`src/logic/lpr_pkg.sv`:
```
// Shared constants, types and helpers for the LED PWM register bank.
// Assumes a single 40 MHz ref_clk domain; all pin inputs are synchronised by the top.
package lpr_pkg;
  localparam int CLK_HZ = 40_000_000;
  localparam int NUM_CH = 28;
  localparam int PWM_STEPS = 256;
  localparam int PWM_SLOW_HZ = 3000;
  localparam int PWM_FAST_HZ = 22000;
  // Clock cycles per PWM step, rounded down so the period never runs long
  localparam int PWM_SLOW_DIV = CLK_HZ / (PWM_SLOW_HZ * PWM_STEPS);
  localparam int PWM_FAST_DIV = CLK_HZ / (PWM_FAST_HZ * PWM_STEPS);

  // Bus address: fixed high part, strap bits, write-only direction bit
  localparam logic [4:0] DEV_ADDR_HI = 5'h0f;
  localparam logic DIR_WRITE = 1'h0;
  localparam logic [1:0] STRAP_GND = 2'h0;
  localparam logic [1:0] STRAP_SCL = 2'h1;
  localparam logic [1:0] STRAP_SDA = 2'h2;
  localparam logic [1:0] STRAP_VCC = 2'h3;

  // Register offsets
  localparam logic [7:0] OFS_SOFT_SHUTDOWN = 8'h00;
  localparam logic [7:0] OFS_DUTY_FIRST = 8'h05;
  localparam logic [7:0] OFS_DUTY_LAST = 8'h20;
  localparam logic [7:0] OFS_SHADOW_APPLY = 8'h25;
  localparam logic [7:0] OFS_CTRL_FIRST = 8'h2a;
  localparam logic [7:0] OFS_CTRL_LAST = 8'h45;
  localparam logic [7:0] OFS_GLOBAL_LED = 8'h4a;
  localparam logic [7:0] OFS_PWM_FREQ = 8'h4b;
  localparam logic [7:0] OFS_SOFT_RESET = 8'h4f;
  localparam logic [7:0] APPLY_KEY = 8'h00;
  localparam logic [7:0] RESET_KEY = 8'h00;

  // Field positions and reset values
  localparam int SOFT_RUN_BIT = 0;
  localparam int CH_ON_BIT = 0;
  localparam int SCALE_LSB = 1;
  localparam int GLOBAL_DIS_BIT = 0;
  localparam int FREQ_SEL_BIT = 0;
  localparam logic [7:0] REG_RESET = 8'h00;

  // Shadow memory layout: duty at index 0.., control at index 32..
  localparam int MEM_AW = 6;
  localparam logic [5:0] CTRL_BASE_IDX = 6'h20;
  localparam logic [5:0] MEM_LAST_IDX = 6'h3f;

  typedef struct packed {
    logic [7:0] addr;
    logic [7:0] data;
  } lpr_wr_t;

  typedef struct packed {
    logic on;
    logic [1:0] scale;
    logic [7:0] duty;
  } lpr_chan_t;

  function automatic logic in_range(input logic [7:0] a, input logic [7:0] lo,
                                    input logic [7:0] hi);
    return (a >= lo) && (a <= hi);
  endfunction

  function automatic logic [5:0] mem_index(input logic [7:0] a);
    logic [7:0] d;
    d = 8'h00;
    if (a >= OFS_CTRL_FIRST) begin
      d = a - OFS_CTRL_FIRST;
      return CTRL_BASE_IDX + d[5:0];
    end
    d = a - OFS_DUTY_FIRST;
    return d[5:0];
  endfunction
endpackage

```
`src/logic/lpr_shadow_mem.sv`:
```
// Shadow storage for duty and channel control bytes, one write and one registered read port.
// Assumes clr and all controls come from the ref_clk domain.
`timescale 1ns/1ps
module lpr_shadow_mem #(
  parameter int AW = 6,
  parameter int DW = 8
) (
  input wire logic ref_clk,
  input wire logic clr,
  input wire logic we,
  input wire logic [AW-1:0] waddr,
  input wire logic [DW-1:0] wdata,
  input wire logic [AW-1:0] raddr,
  output logic [DW-1:0] rdata
);
  logic [DW-1:0] mem_q [2**AW];

  // Flop array so a reset-by-write can clear every entry in one cycle
  always_ff @(posedge ref_clk) begin
    for (int i = 0; i < 2**AW; i++) begin
      if (clr) begin
        mem_q[i] <= '0;
      end else if (we && (waddr == AW'(i))) begin
        mem_q[i] <= wdata;
      end
    end
  end

  always_ff @(posedge ref_clk) begin
    if (clr) begin
      rdata <= '0;
    end else begin
      rdata <= mem_q[raddr];
    end
  end
endmodule // lpr_shadow_mem

```
`src/logic/lpr_i2c_slave.sv`:
```
// Write-only two-wire bus slave: address match, register pointer, data bytes.
// Assumes scl_s and sda_s are already passed through two synchroniser flops.
`timescale 1ns/1ps
module lpr_i2c_slave
  import lpr_pkg::*;
(
  input wire logic ref_clk,
  input wire logic rst,
  input wire logic scl_s,
  input wire logic sda_s,
  input wire logic [1:0] strap,
  output logic sda_oe,
  output logic bus_start,
  output logic wr_valid,
  output lpr_wr_t wr
);
  typedef enum logic [2:0] {ST_IDLE, ST_DEV, ST_REG, ST_DATA, ST_ACK} lpr_bus_st_t;

  lpr_bus_st_t state_q;
  lpr_bus_st_t after_q;
  logic scl_prev_q;
  logic sda_prev_q;
  logic [7:0] shift_q;
  logic [3:0] cnt_q;
  logic [7:0] ptr_q;
  logic scl_rise;
  logic scl_fall;
  logic start_cond;
  logic stop_cond;

  assign scl_rise = scl_s && !scl_prev_q;
  assign scl_fall = !scl_s && scl_prev_q;
  assign start_cond = scl_s && scl_prev_q && sda_prev_q && !sda_s;
  assign stop_cond = scl_s && scl_prev_q && !sda_prev_q && sda_s;

  always_ff @(posedge ref_clk) begin
    if (rst) begin
      scl_prev_q <= 1'h1;
      sda_prev_q <= 1'h1;
    end else begin
      scl_prev_q <= scl_s;
      sda_prev_q <= sda_s;
    end
  end

  always_ff @(posedge ref_clk) begin
    if (rst) begin
      state_q <= ST_IDLE;
      after_q <= ST_IDLE;
      shift_q <= 8'h00;
      cnt_q <= 4'h0;
      ptr_q <= 8'h00;
      sda_oe <= 1'h0;
      bus_start <= 1'h0;
      wr_valid <= 1'h0;
      wr <= '0;
    end else begin
      wr_valid <= 1'h0;
      bus_start <= start_cond;
      if (start_cond) begin
        state_q <= ST_DEV;
        cnt_q <= 4'h0;
        sda_oe <= 1'h0;
      end else if (stop_cond) begin
        state_q <= ST_IDLE;
        sda_oe <= 1'h0;
      end else begin
        case (state_q)
          ST_DEV, ST_REG, ST_DATA: begin
            if (scl_rise && cnt_q != 4'h8) begin
              shift_q <= {shift_q[6:0], sda_s};
              cnt_q <= cnt_q + 4'h1;
            end else if (scl_fall && cnt_q == 4'h8) begin
              state_q <= ST_ACK;
              sda_oe <= 1'h1;
              if (state_q == ST_DEV) begin
                after_q <= ST_REG;
                // Reads and foreign addresses get no acknowledge
                if (shift_q != {DEV_ADDR_HI, strap, DIR_WRITE}) begin
                  state_q <= ST_IDLE;
                  sda_oe <= 1'h0;
                end
              end else if (state_q == ST_REG) begin
                after_q <= ST_DATA;
                ptr_q <= shift_q;
              end else begin
                after_q <= ST_DATA;
                wr_valid <= 1'h1;
                wr.addr <= ptr_q;
                wr.data <= shift_q;
                ptr_q <= ptr_q + 8'h01;
              end
            end
          end
          ST_ACK: begin
            if (scl_fall) begin
              sda_oe <= 1'h0;
              state_q <= after_q;
              cnt_q <= 4'h0;
            end
          end
          default: begin
            sda_oe <= 1'h0;
          end
        endcase
      end
    end
  end
endmodule // lpr_i2c_slave

```
`src/logic/lpr_led_pwm_bank.sv`:
```
// Top of the LED PWM register bank: pin synchronisers, register writes,
// shadow-to-active copy and the shared PWM compare.
// Assumes open-drain data pin resolved outside; sda_oe high pulls the line low.
`timescale 1ns/1ps
module lpr_led_pwm_bank
  import lpr_pkg::*;
#(
  parameter int CHANNELS = NUM_CH
) (
  input wire logic ref_clk,
  input wire logic rst,
  input wire logic scl_pin,
  input wire logic sda_in,
  output logic sda_out,
  output logic sda_oe,
  input wire logic ad_pin,
  input wire logic hw_shutdown_n,
  output logic [CHANNELS-1:0] led_channel_output,
  output logic [CHANNELS-1:0][1:0] current_scale
);
  localparam logic [5:0] SLOW_DIV_M1 = 6'(PWM_SLOW_DIV - 1);
  localparam logic [5:0] FAST_DIV_M1 = 6'(PWM_FAST_DIV - 1);

  // Pin synchronisers: {scl, sda, strap, shutdown}
  logic [3:0] pin_meta_q;
  logic [3:0] pin_sync_q;
  logic scl_s;
  logic sda_s;
  logic ad_s;
  logic sdb_s;

  always_ff @(posedge ref_clk) begin
    if (rst) begin
      pin_meta_q <= 4'hf;
      pin_sync_q <= 4'hf;
    end else begin
      pin_meta_q <= {scl_pin, sda_in, ad_pin, hw_shutdown_n};
      pin_sync_q <= pin_meta_q;
    end
  end

  assign scl_s = pin_sync_q[3];
  assign sda_s = pin_sync_q[2];
  assign ad_s = pin_sync_q[1];
  assign sdb_s = pin_sync_q[0];

  // Strap decode: watch the strap pin against both bus lines from each start
  logic bus_start;
  logic strap_diff_scl_q;
  logic strap_diff_sda_q;
  logic strap_high_q;
  logic [1:0] strap;

  always_ff @(posedge ref_clk) begin
    if (rst || bus_start) begin
      strap_diff_scl_q <= 1'h0;
      strap_diff_sda_q <= 1'h0;
    end else begin
      strap_diff_scl_q <= strap_diff_scl_q | (ad_s ^ scl_s);
      strap_diff_sda_q <= strap_diff_sda_q | (ad_s ^ sda_s);
    end
  end

  always_ff @(posedge ref_clk) begin
    if (rst) begin
      strap_high_q <= 1'h0;
    end else if (bus_start) begin
      strap_high_q <= ad_s;
    end
  end

  // Address byte toggles both lines, so a fixed level differs from each of them
  always_comb begin
    if (!strap_diff_scl_q) begin
      strap = STRAP_SCL;
    end else if (!strap_diff_sda_q) begin
      strap = STRAP_SDA;
    end else if (strap_high_q) begin
      strap = STRAP_VCC;
    end else begin
      strap = STRAP_GND;
    end
  end

  logic wr_valid;
  lpr_wr_t wr;
  logic slave_oe;

  lpr_i2c_slave u_slave (
    .ref_clk(ref_clk),
    .rst(rst),
    .scl_s(scl_s),
    .sda_s(sda_s),
    .strap(strap),
    .sda_oe(slave_oe),
    .bus_start(bus_start),
    .wr_valid(wr_valid),
    .wr(wr)
  );

  always_ff @(posedge ref_clk) begin
    if (rst) begin
      sda_out <= 1'h0;
      sda_oe <= 1'h0;
    end else begin
      sda_out <= 1'h0;
      sda_oe <= slave_oe;
    end
  end

  // Register write decode
  logic soft_clr;
  logic apply_hit;
  logic shadow_we;
  logic soft_run_q;
  logic global_dis_q;
  logic pwm_freq_sel;

  always_comb begin
    soft_clr = 1'h0;
    apply_hit = 1'h0;
    shadow_we = 1'h0;
    if (wr_valid) begin
      if (wr.addr == OFS_SOFT_RESET) begin
        soft_clr = (wr.data == RESET_KEY);
      end else if (wr.addr == OFS_SHADOW_APPLY) begin
        apply_hit = (wr.data == APPLY_KEY);
      end else if (in_range(wr.addr, OFS_DUTY_FIRST, OFS_DUTY_LAST)) begin
        shadow_we = 1'h1;
      end else if (in_range(wr.addr, OFS_CTRL_FIRST, OFS_CTRL_LAST)) begin
        shadow_we = 1'h1;
      end
    end
  end

  // Shutdown never touches stored state; only reset or the reset key clears it
  always_ff @(posedge ref_clk) begin
    if (rst || soft_clr) begin
      soft_run_q <= REG_RESET[SOFT_RUN_BIT];
      global_dis_q <= REG_RESET[GLOBAL_DIS_BIT];
      pwm_freq_sel <= REG_RESET[FREQ_SEL_BIT];
    end else if (wr_valid) begin
      if (wr.addr == OFS_SOFT_SHUTDOWN) begin
        soft_run_q <= wr.data[SOFT_RUN_BIT];
      end else if (wr.addr == OFS_GLOBAL_LED) begin
        global_dis_q <= wr.data[GLOBAL_DIS_BIT];
      end else if (wr.addr == OFS_PWM_FREQ) begin
        pwm_freq_sel <= wr.data[FREQ_SEL_BIT];
      end
    end
  end

  // Shadow copy engine: walks every shadow entry after an apply write
  logic copy_busy_q;
  logic [5:0] copy_idx_q;
  logic load_valid_q;
  logic [5:0] load_idx_q;
  logic [7:0] shadow_rdata;

  lpr_shadow_mem #(
    .AW(MEM_AW),
    .DW(8)
  ) u_shadow (
    .ref_clk(ref_clk),
    .clr(rst || soft_clr),
    .we(shadow_we),
    .waddr(mem_index(wr.addr)),
    .wdata(wr.data),
    .raddr(copy_idx_q),
    .rdata(shadow_rdata)
  );

  // A second apply during a walk restarts it so every entry ends up current
  always_ff @(posedge ref_clk) begin
    if (rst || soft_clr) begin
      copy_busy_q <= 1'h0;
      copy_idx_q <= 6'h00;
      load_valid_q <= 1'h0;
      load_idx_q <= 6'h00;
    end else begin
      load_valid_q <= copy_busy_q;
      load_idx_q <= copy_idx_q;
      if (apply_hit) begin
        copy_busy_q <= 1'h1;
        copy_idx_q <= 6'h00;
      end else if (copy_busy_q) begin
        copy_idx_q <= copy_idx_q + 6'h01;
        copy_busy_q <= (copy_idx_q != MEM_LAST_IDX);
      end
    end
  end

  lpr_chan_t chan_q [CHANNELS];

  always_ff @(posedge ref_clk) begin
    for (int i = 0; i < CHANNELS; i++) begin
      if (rst || soft_clr) begin
        chan_q[i] <= '0;
      end else if (load_valid_q) begin
        if (load_idx_q == 6'(i)) begin
          chan_q[i].duty <= shadow_rdata;
        end else if (load_idx_q == CTRL_BASE_IDX + 6'(i)) begin
          chan_q[i].on <= shadow_rdata[CH_ON_BIT];
          chan_q[i].scale <= shadow_rdata[SCALE_LSB +: 2];
        end
      end
    end
  end

  // Shared time base: one prescaler and one 8-bit counter for all channels
  logic [5:0] presc_q;
  logic [7:0] pwm_cnt_q;
  logic [5:0] div_m1;

  assign div_m1 = pwm_freq_sel ? FAST_DIV_M1 : SLOW_DIV_M1;

  always_ff @(posedge ref_clk) begin
    if (rst) begin
      presc_q <= 6'h00;
      pwm_cnt_q <= 8'h00;
    end else if (presc_q >= div_m1) begin
      presc_q <= 6'h00;
      pwm_cnt_q <= pwm_cnt_q + 8'h01;
    end else begin
      presc_q <= presc_q + 6'h01;
    end
  end

  logic run_ok;

  assign run_ok = soft_run_q && !global_dis_q && sdb_s;

  always_ff @(posedge ref_clk) begin
    if (rst) begin
      led_channel_output <= '0;
      current_scale <= '0;
    end else begin
      for (int i = 0; i < CHANNELS; i++) begin
        // Counter below duty gives duty/256 on time; zero never turns on
        led_channel_output[i] <= run_ok && chan_q[i].on
                                 && (pwm_cnt_q < chan_q[i].duty);
        current_scale[i] <= chan_q[i].scale;
      end
    end
  end
endmodule // lpr_led_pwm_bank

```
`config.mk`:
```
export PLATFORM = sky130hd
export DESIGN_NAME = lpr_led_pwm_bank
export DESIGN_NICKNAME = d
export VERILOG_FILES = /design/src/logic/lpr_pkg.sv /design/src/logic/lpr_shadow_mem.sv /design/src/logic/lpr_i2c_slave.sv /design/src/logic/lpr_led_pwm_bank.sv
export SDC_FILE = /design/constraint.sdc
export NUM_CORES = 2
export LEC_CHECK = 0
export ABC_CLOCK_PERIOD_IN_PS = 9900
export BUFFER_PORTS_ARGS = -buffer_cell sky130_fd_sc_hd__buf_2
export CORE_MARGIN = 5
export CORE_UTILIZATION = 68
export DETAILED_ROUTE_END_ITERATION = 8
export HOLD_SLACK_MARGIN = 0.12
export MAX_ROUTING_LAYER = met4
export PLACE_DENSITY = 0.85
export SLEW_MARGIN = 20
export SYNTH_ARGS = -nofsm -noshare
export SYNTH_HDL_FRONTEND = slang
export SYNTH_SLANG_ARGS = --single-unit
```
`constraint.sdc`:
```
create_clock -name ref_clk -period 9.9 [get_ports ref_clk]
set_clock_uncertainty 0.05 [all_clocks]
set_input_delay 0.495 -clock ref_clk [delete_from_list [all_inputs] [get_ports ref_clk]]
set_output_delay 0.495 -clock ref_clk [all_outputs]
set_load 0.005 [all_outputs]
```
==> results.txt <==
Status = finished clean
Via count = 31210
RSZ-0062 raised after global routing = false
Drt total wl = 118000 um
Hpwl dp = 75200 um
P_leak = 19.0 nW
Clk_lat worst skew = 670 ps
Vias per cell = 6.50
Highest fanout seen on the critical path = 27
Register area share after synthesis = 0.618
Ys flop type = edfxtp_1
GRT Total Usage = 0.330
Share of layout cells above drive strength 1 = 0.112
Worst hold-check path type = input port to register
Commonest non-fill, non-tap cells in the layout = 865 x nor2_1, 820 x edfxtp_1, 215 x ha_1, 213 x inv_1, 199 x nand2_1
Tcrit/Tclk final = 0.470
GR Overflow Total = 0
Fillers = 4118
Clock transition at the registers of the reported paths = 60 ps
Ys async rst share = 0
Cell variety after synth = 67
Hold Vio Cnt, Final = 0
Max frequency = 215 MHz
CTS tree = done
Global placement routability congestion = 1.01
Max-slew headroom = 0.198
Synthesized flop and latch total = 1001
PD cells = 171 mW/mm2
N_diodes = 0
Clock Tree Buf Depth = 3
Hold Slack = 266 ps
First-pass GRT wire length = 179000 um
Syn-to-layout area delta = 9.39%
Clk sink count = 1001
Crit start category = register
Post-CTS sizing = 0
Row count = 95
Vias in the first global route = 30701
Most common cell after layout, fill and taps aside = nor2_1
Net Count, Synth = 4048
Worst Path Required = 10120 ps
Die footprint = 0.0725 mm2
Chip width = 269 um
H-tree levels = 3
IO buf count = 90
Cell count after synthesis = 3827
Initial antenna violation count = 0
Min Tclk post-route = 4650 ps
Routed len/inst = 24.6 um
Die Span Y = 269 um
Setup TNS = 0 ps
TritonCTS buffer count = 97
Core area = 0.0669 mm2
Worst EP arrival = 4880 ps
Mean Syn Cell Area = 11.9 um2
Io pins = 92
YS warnings = 0
Max Cap Viol = 0
Drt pass-1 iters = 6
Largest net degree at the start of global routing = 133
Worst Setup End Kind = register
VDD IR-drop max = 179 uV
Nets = 4067
Critical path class = register to register
Pins Over Slew Limit = 0
# DRC = 0
Setup violations, final = 0
1st-iter DRT viols = 4080
Post-synth EDFFs = 820
CTS root buf = clkbuf_16
Cell area after synthesis = 0.0457 mm2
Slew @ Worst Pin = 1200 ps
Pwr Total = 8.56 mW
Final Util = 0.747
Initial core utilization = 0.683
Antenna Nets Post-Route = 0
==> worst paths after layout <==
check | start | to | slack [ps] | depth (start not counted)
setup / recovery | u_slave.wr[10] | u_shadow.mem_q[32][1] | 5250 | 8
hold / removal | rst | strap_high_q | 270 | 2
setup reg to reg | u_slave.wr[10] | u_shadow.mem_q[32][1] | 5250 | 8
hold reg to reg | pin_meta_q[2] | pin_sync_q[2] | 360 | 1
==> registers in the layout, summed over array words and instances, names as in the netlist, 8 cells and up <==
| name | flops |
|---|---|
| u_slave.shift_q | 8 |
| u_shadow.mem_q | 512 |
| pwm_cnt_q | 8 |
| u_shadow.rdata | 8 |
| led_channel_output | 28 |
| u_slave.ptr_q | 8 |
| chan_q | 308 |
| current_scale | 56 |
| u_slave.wr | 16 |
==> cells in the mapped netlist (21+ instances only) <==
master / n / share of area
o31ai_1: 21 / 0.0034
nand4b_1: 31 / 0.0059
nor2b_1: 79 / 0.011
nor2_1: 866 / 0.071
clkbuf_1: 180 / 0.015
ha_1: 215 / 0.059
mux4_2: 86 / 0.042
inv_1: 213 / 0.017
nor3_1: 51 / 0.0056
dfxtp_1: 181 / 0.079
edfxtp_1: 820 / 0.54
nand2b_1: 43 / 0.0059
a41oi_1: 28 / 0.0054
o21ai_0: 115 / 0.013
nand2_1: 201 / 0.017
a21oi_1: 46 / 0.0050
a21o_1: 150 / 0.025
mux2i_1: 99 / 0.022
nand3_1: 89 / 0.0097
buf_2: 26 / 0.0028
a22oi_1: 52 / 0.0085
==> layout make-up <==
cell class,instances,area [um2],share of cell area
Sequential cell,1001,28300,0.565
Multi-Input combinational cell,2388,15800,0.317
Clock buffer,135,2820,0.0563
Tap cell,873,1090,0.0218
Timing Repair Buffer,145,888,0.0178
Inverter,213,800,0.0160
Clock inverter,48,308,0.00616
==> worst max-delay path, stage by stage, from the launching register on <==
cell and delay, ps:
dfxtp_1 450, inv_1 210, ha_1 190, nand4b_1 230
a31oi_1 690, o21a_1 670, nand3_1 470, buf_4 370
o21ai_0 930
==> kinds of logic (layout without fill, tap and decap cells) <==
| group | Yosys count | in the layout | share of synthesized area |
|---|---|---|---|
| and+or+nand+nor | 1462 | 1462 | 0.142 |
| DFF | 1001 | 1001 | 0.618 |
| AOI/OAI and AO/OA | 490 | 490 | 0.0731 |
| buffers and inverters | 438 | 541 | 0.0369 |
| adders and majority gates | 215 | 215 | 0.0588 |
| muxes | 201 | 201 | 0.0680 |
| xor gates and xnor gates | 19 | 19 | 0.00364 |
| other | 1 | 1 | 0.0000820 |
==> metrics by stage <==
step | setup WS, ps | area [um2] | std cells
after CTS | 5250 | 50000 | 4802
after global routing | 4970 | 50000 | 4803
after detailed placement | 5270 | 46800 | 4615
after floorplan | 6520 | 45700 | 3827
final | 5250 | 50000 | 4803
after global placement | 5460 | 46800 | 4615
==> layer usage <==
metal	track usage	share of wire	vias up
met5	-	0	-
met4	0.185	0.072	0
met3	0.0647	0.11	549
met2	0.535	0.48	2145
met1	0.393	0.34	14857
li1	-	-	13659
==> power breakdown <==
part           internal, mW  switching [mW]  total, mW
combinational        0.0809           0.149      0.229
sequential             4.66          0.0447       4.71
clock                  2.04            1.58       3.62
total                  6.79            1.77       8.56
==> timing repair <==
item / in CTS / in global routing
endpoints found under the hold margin: 4 / 0
hold buffers: 4 / 0
setup buffers: 0 / 0
Power figures use the tool's default switching activity.
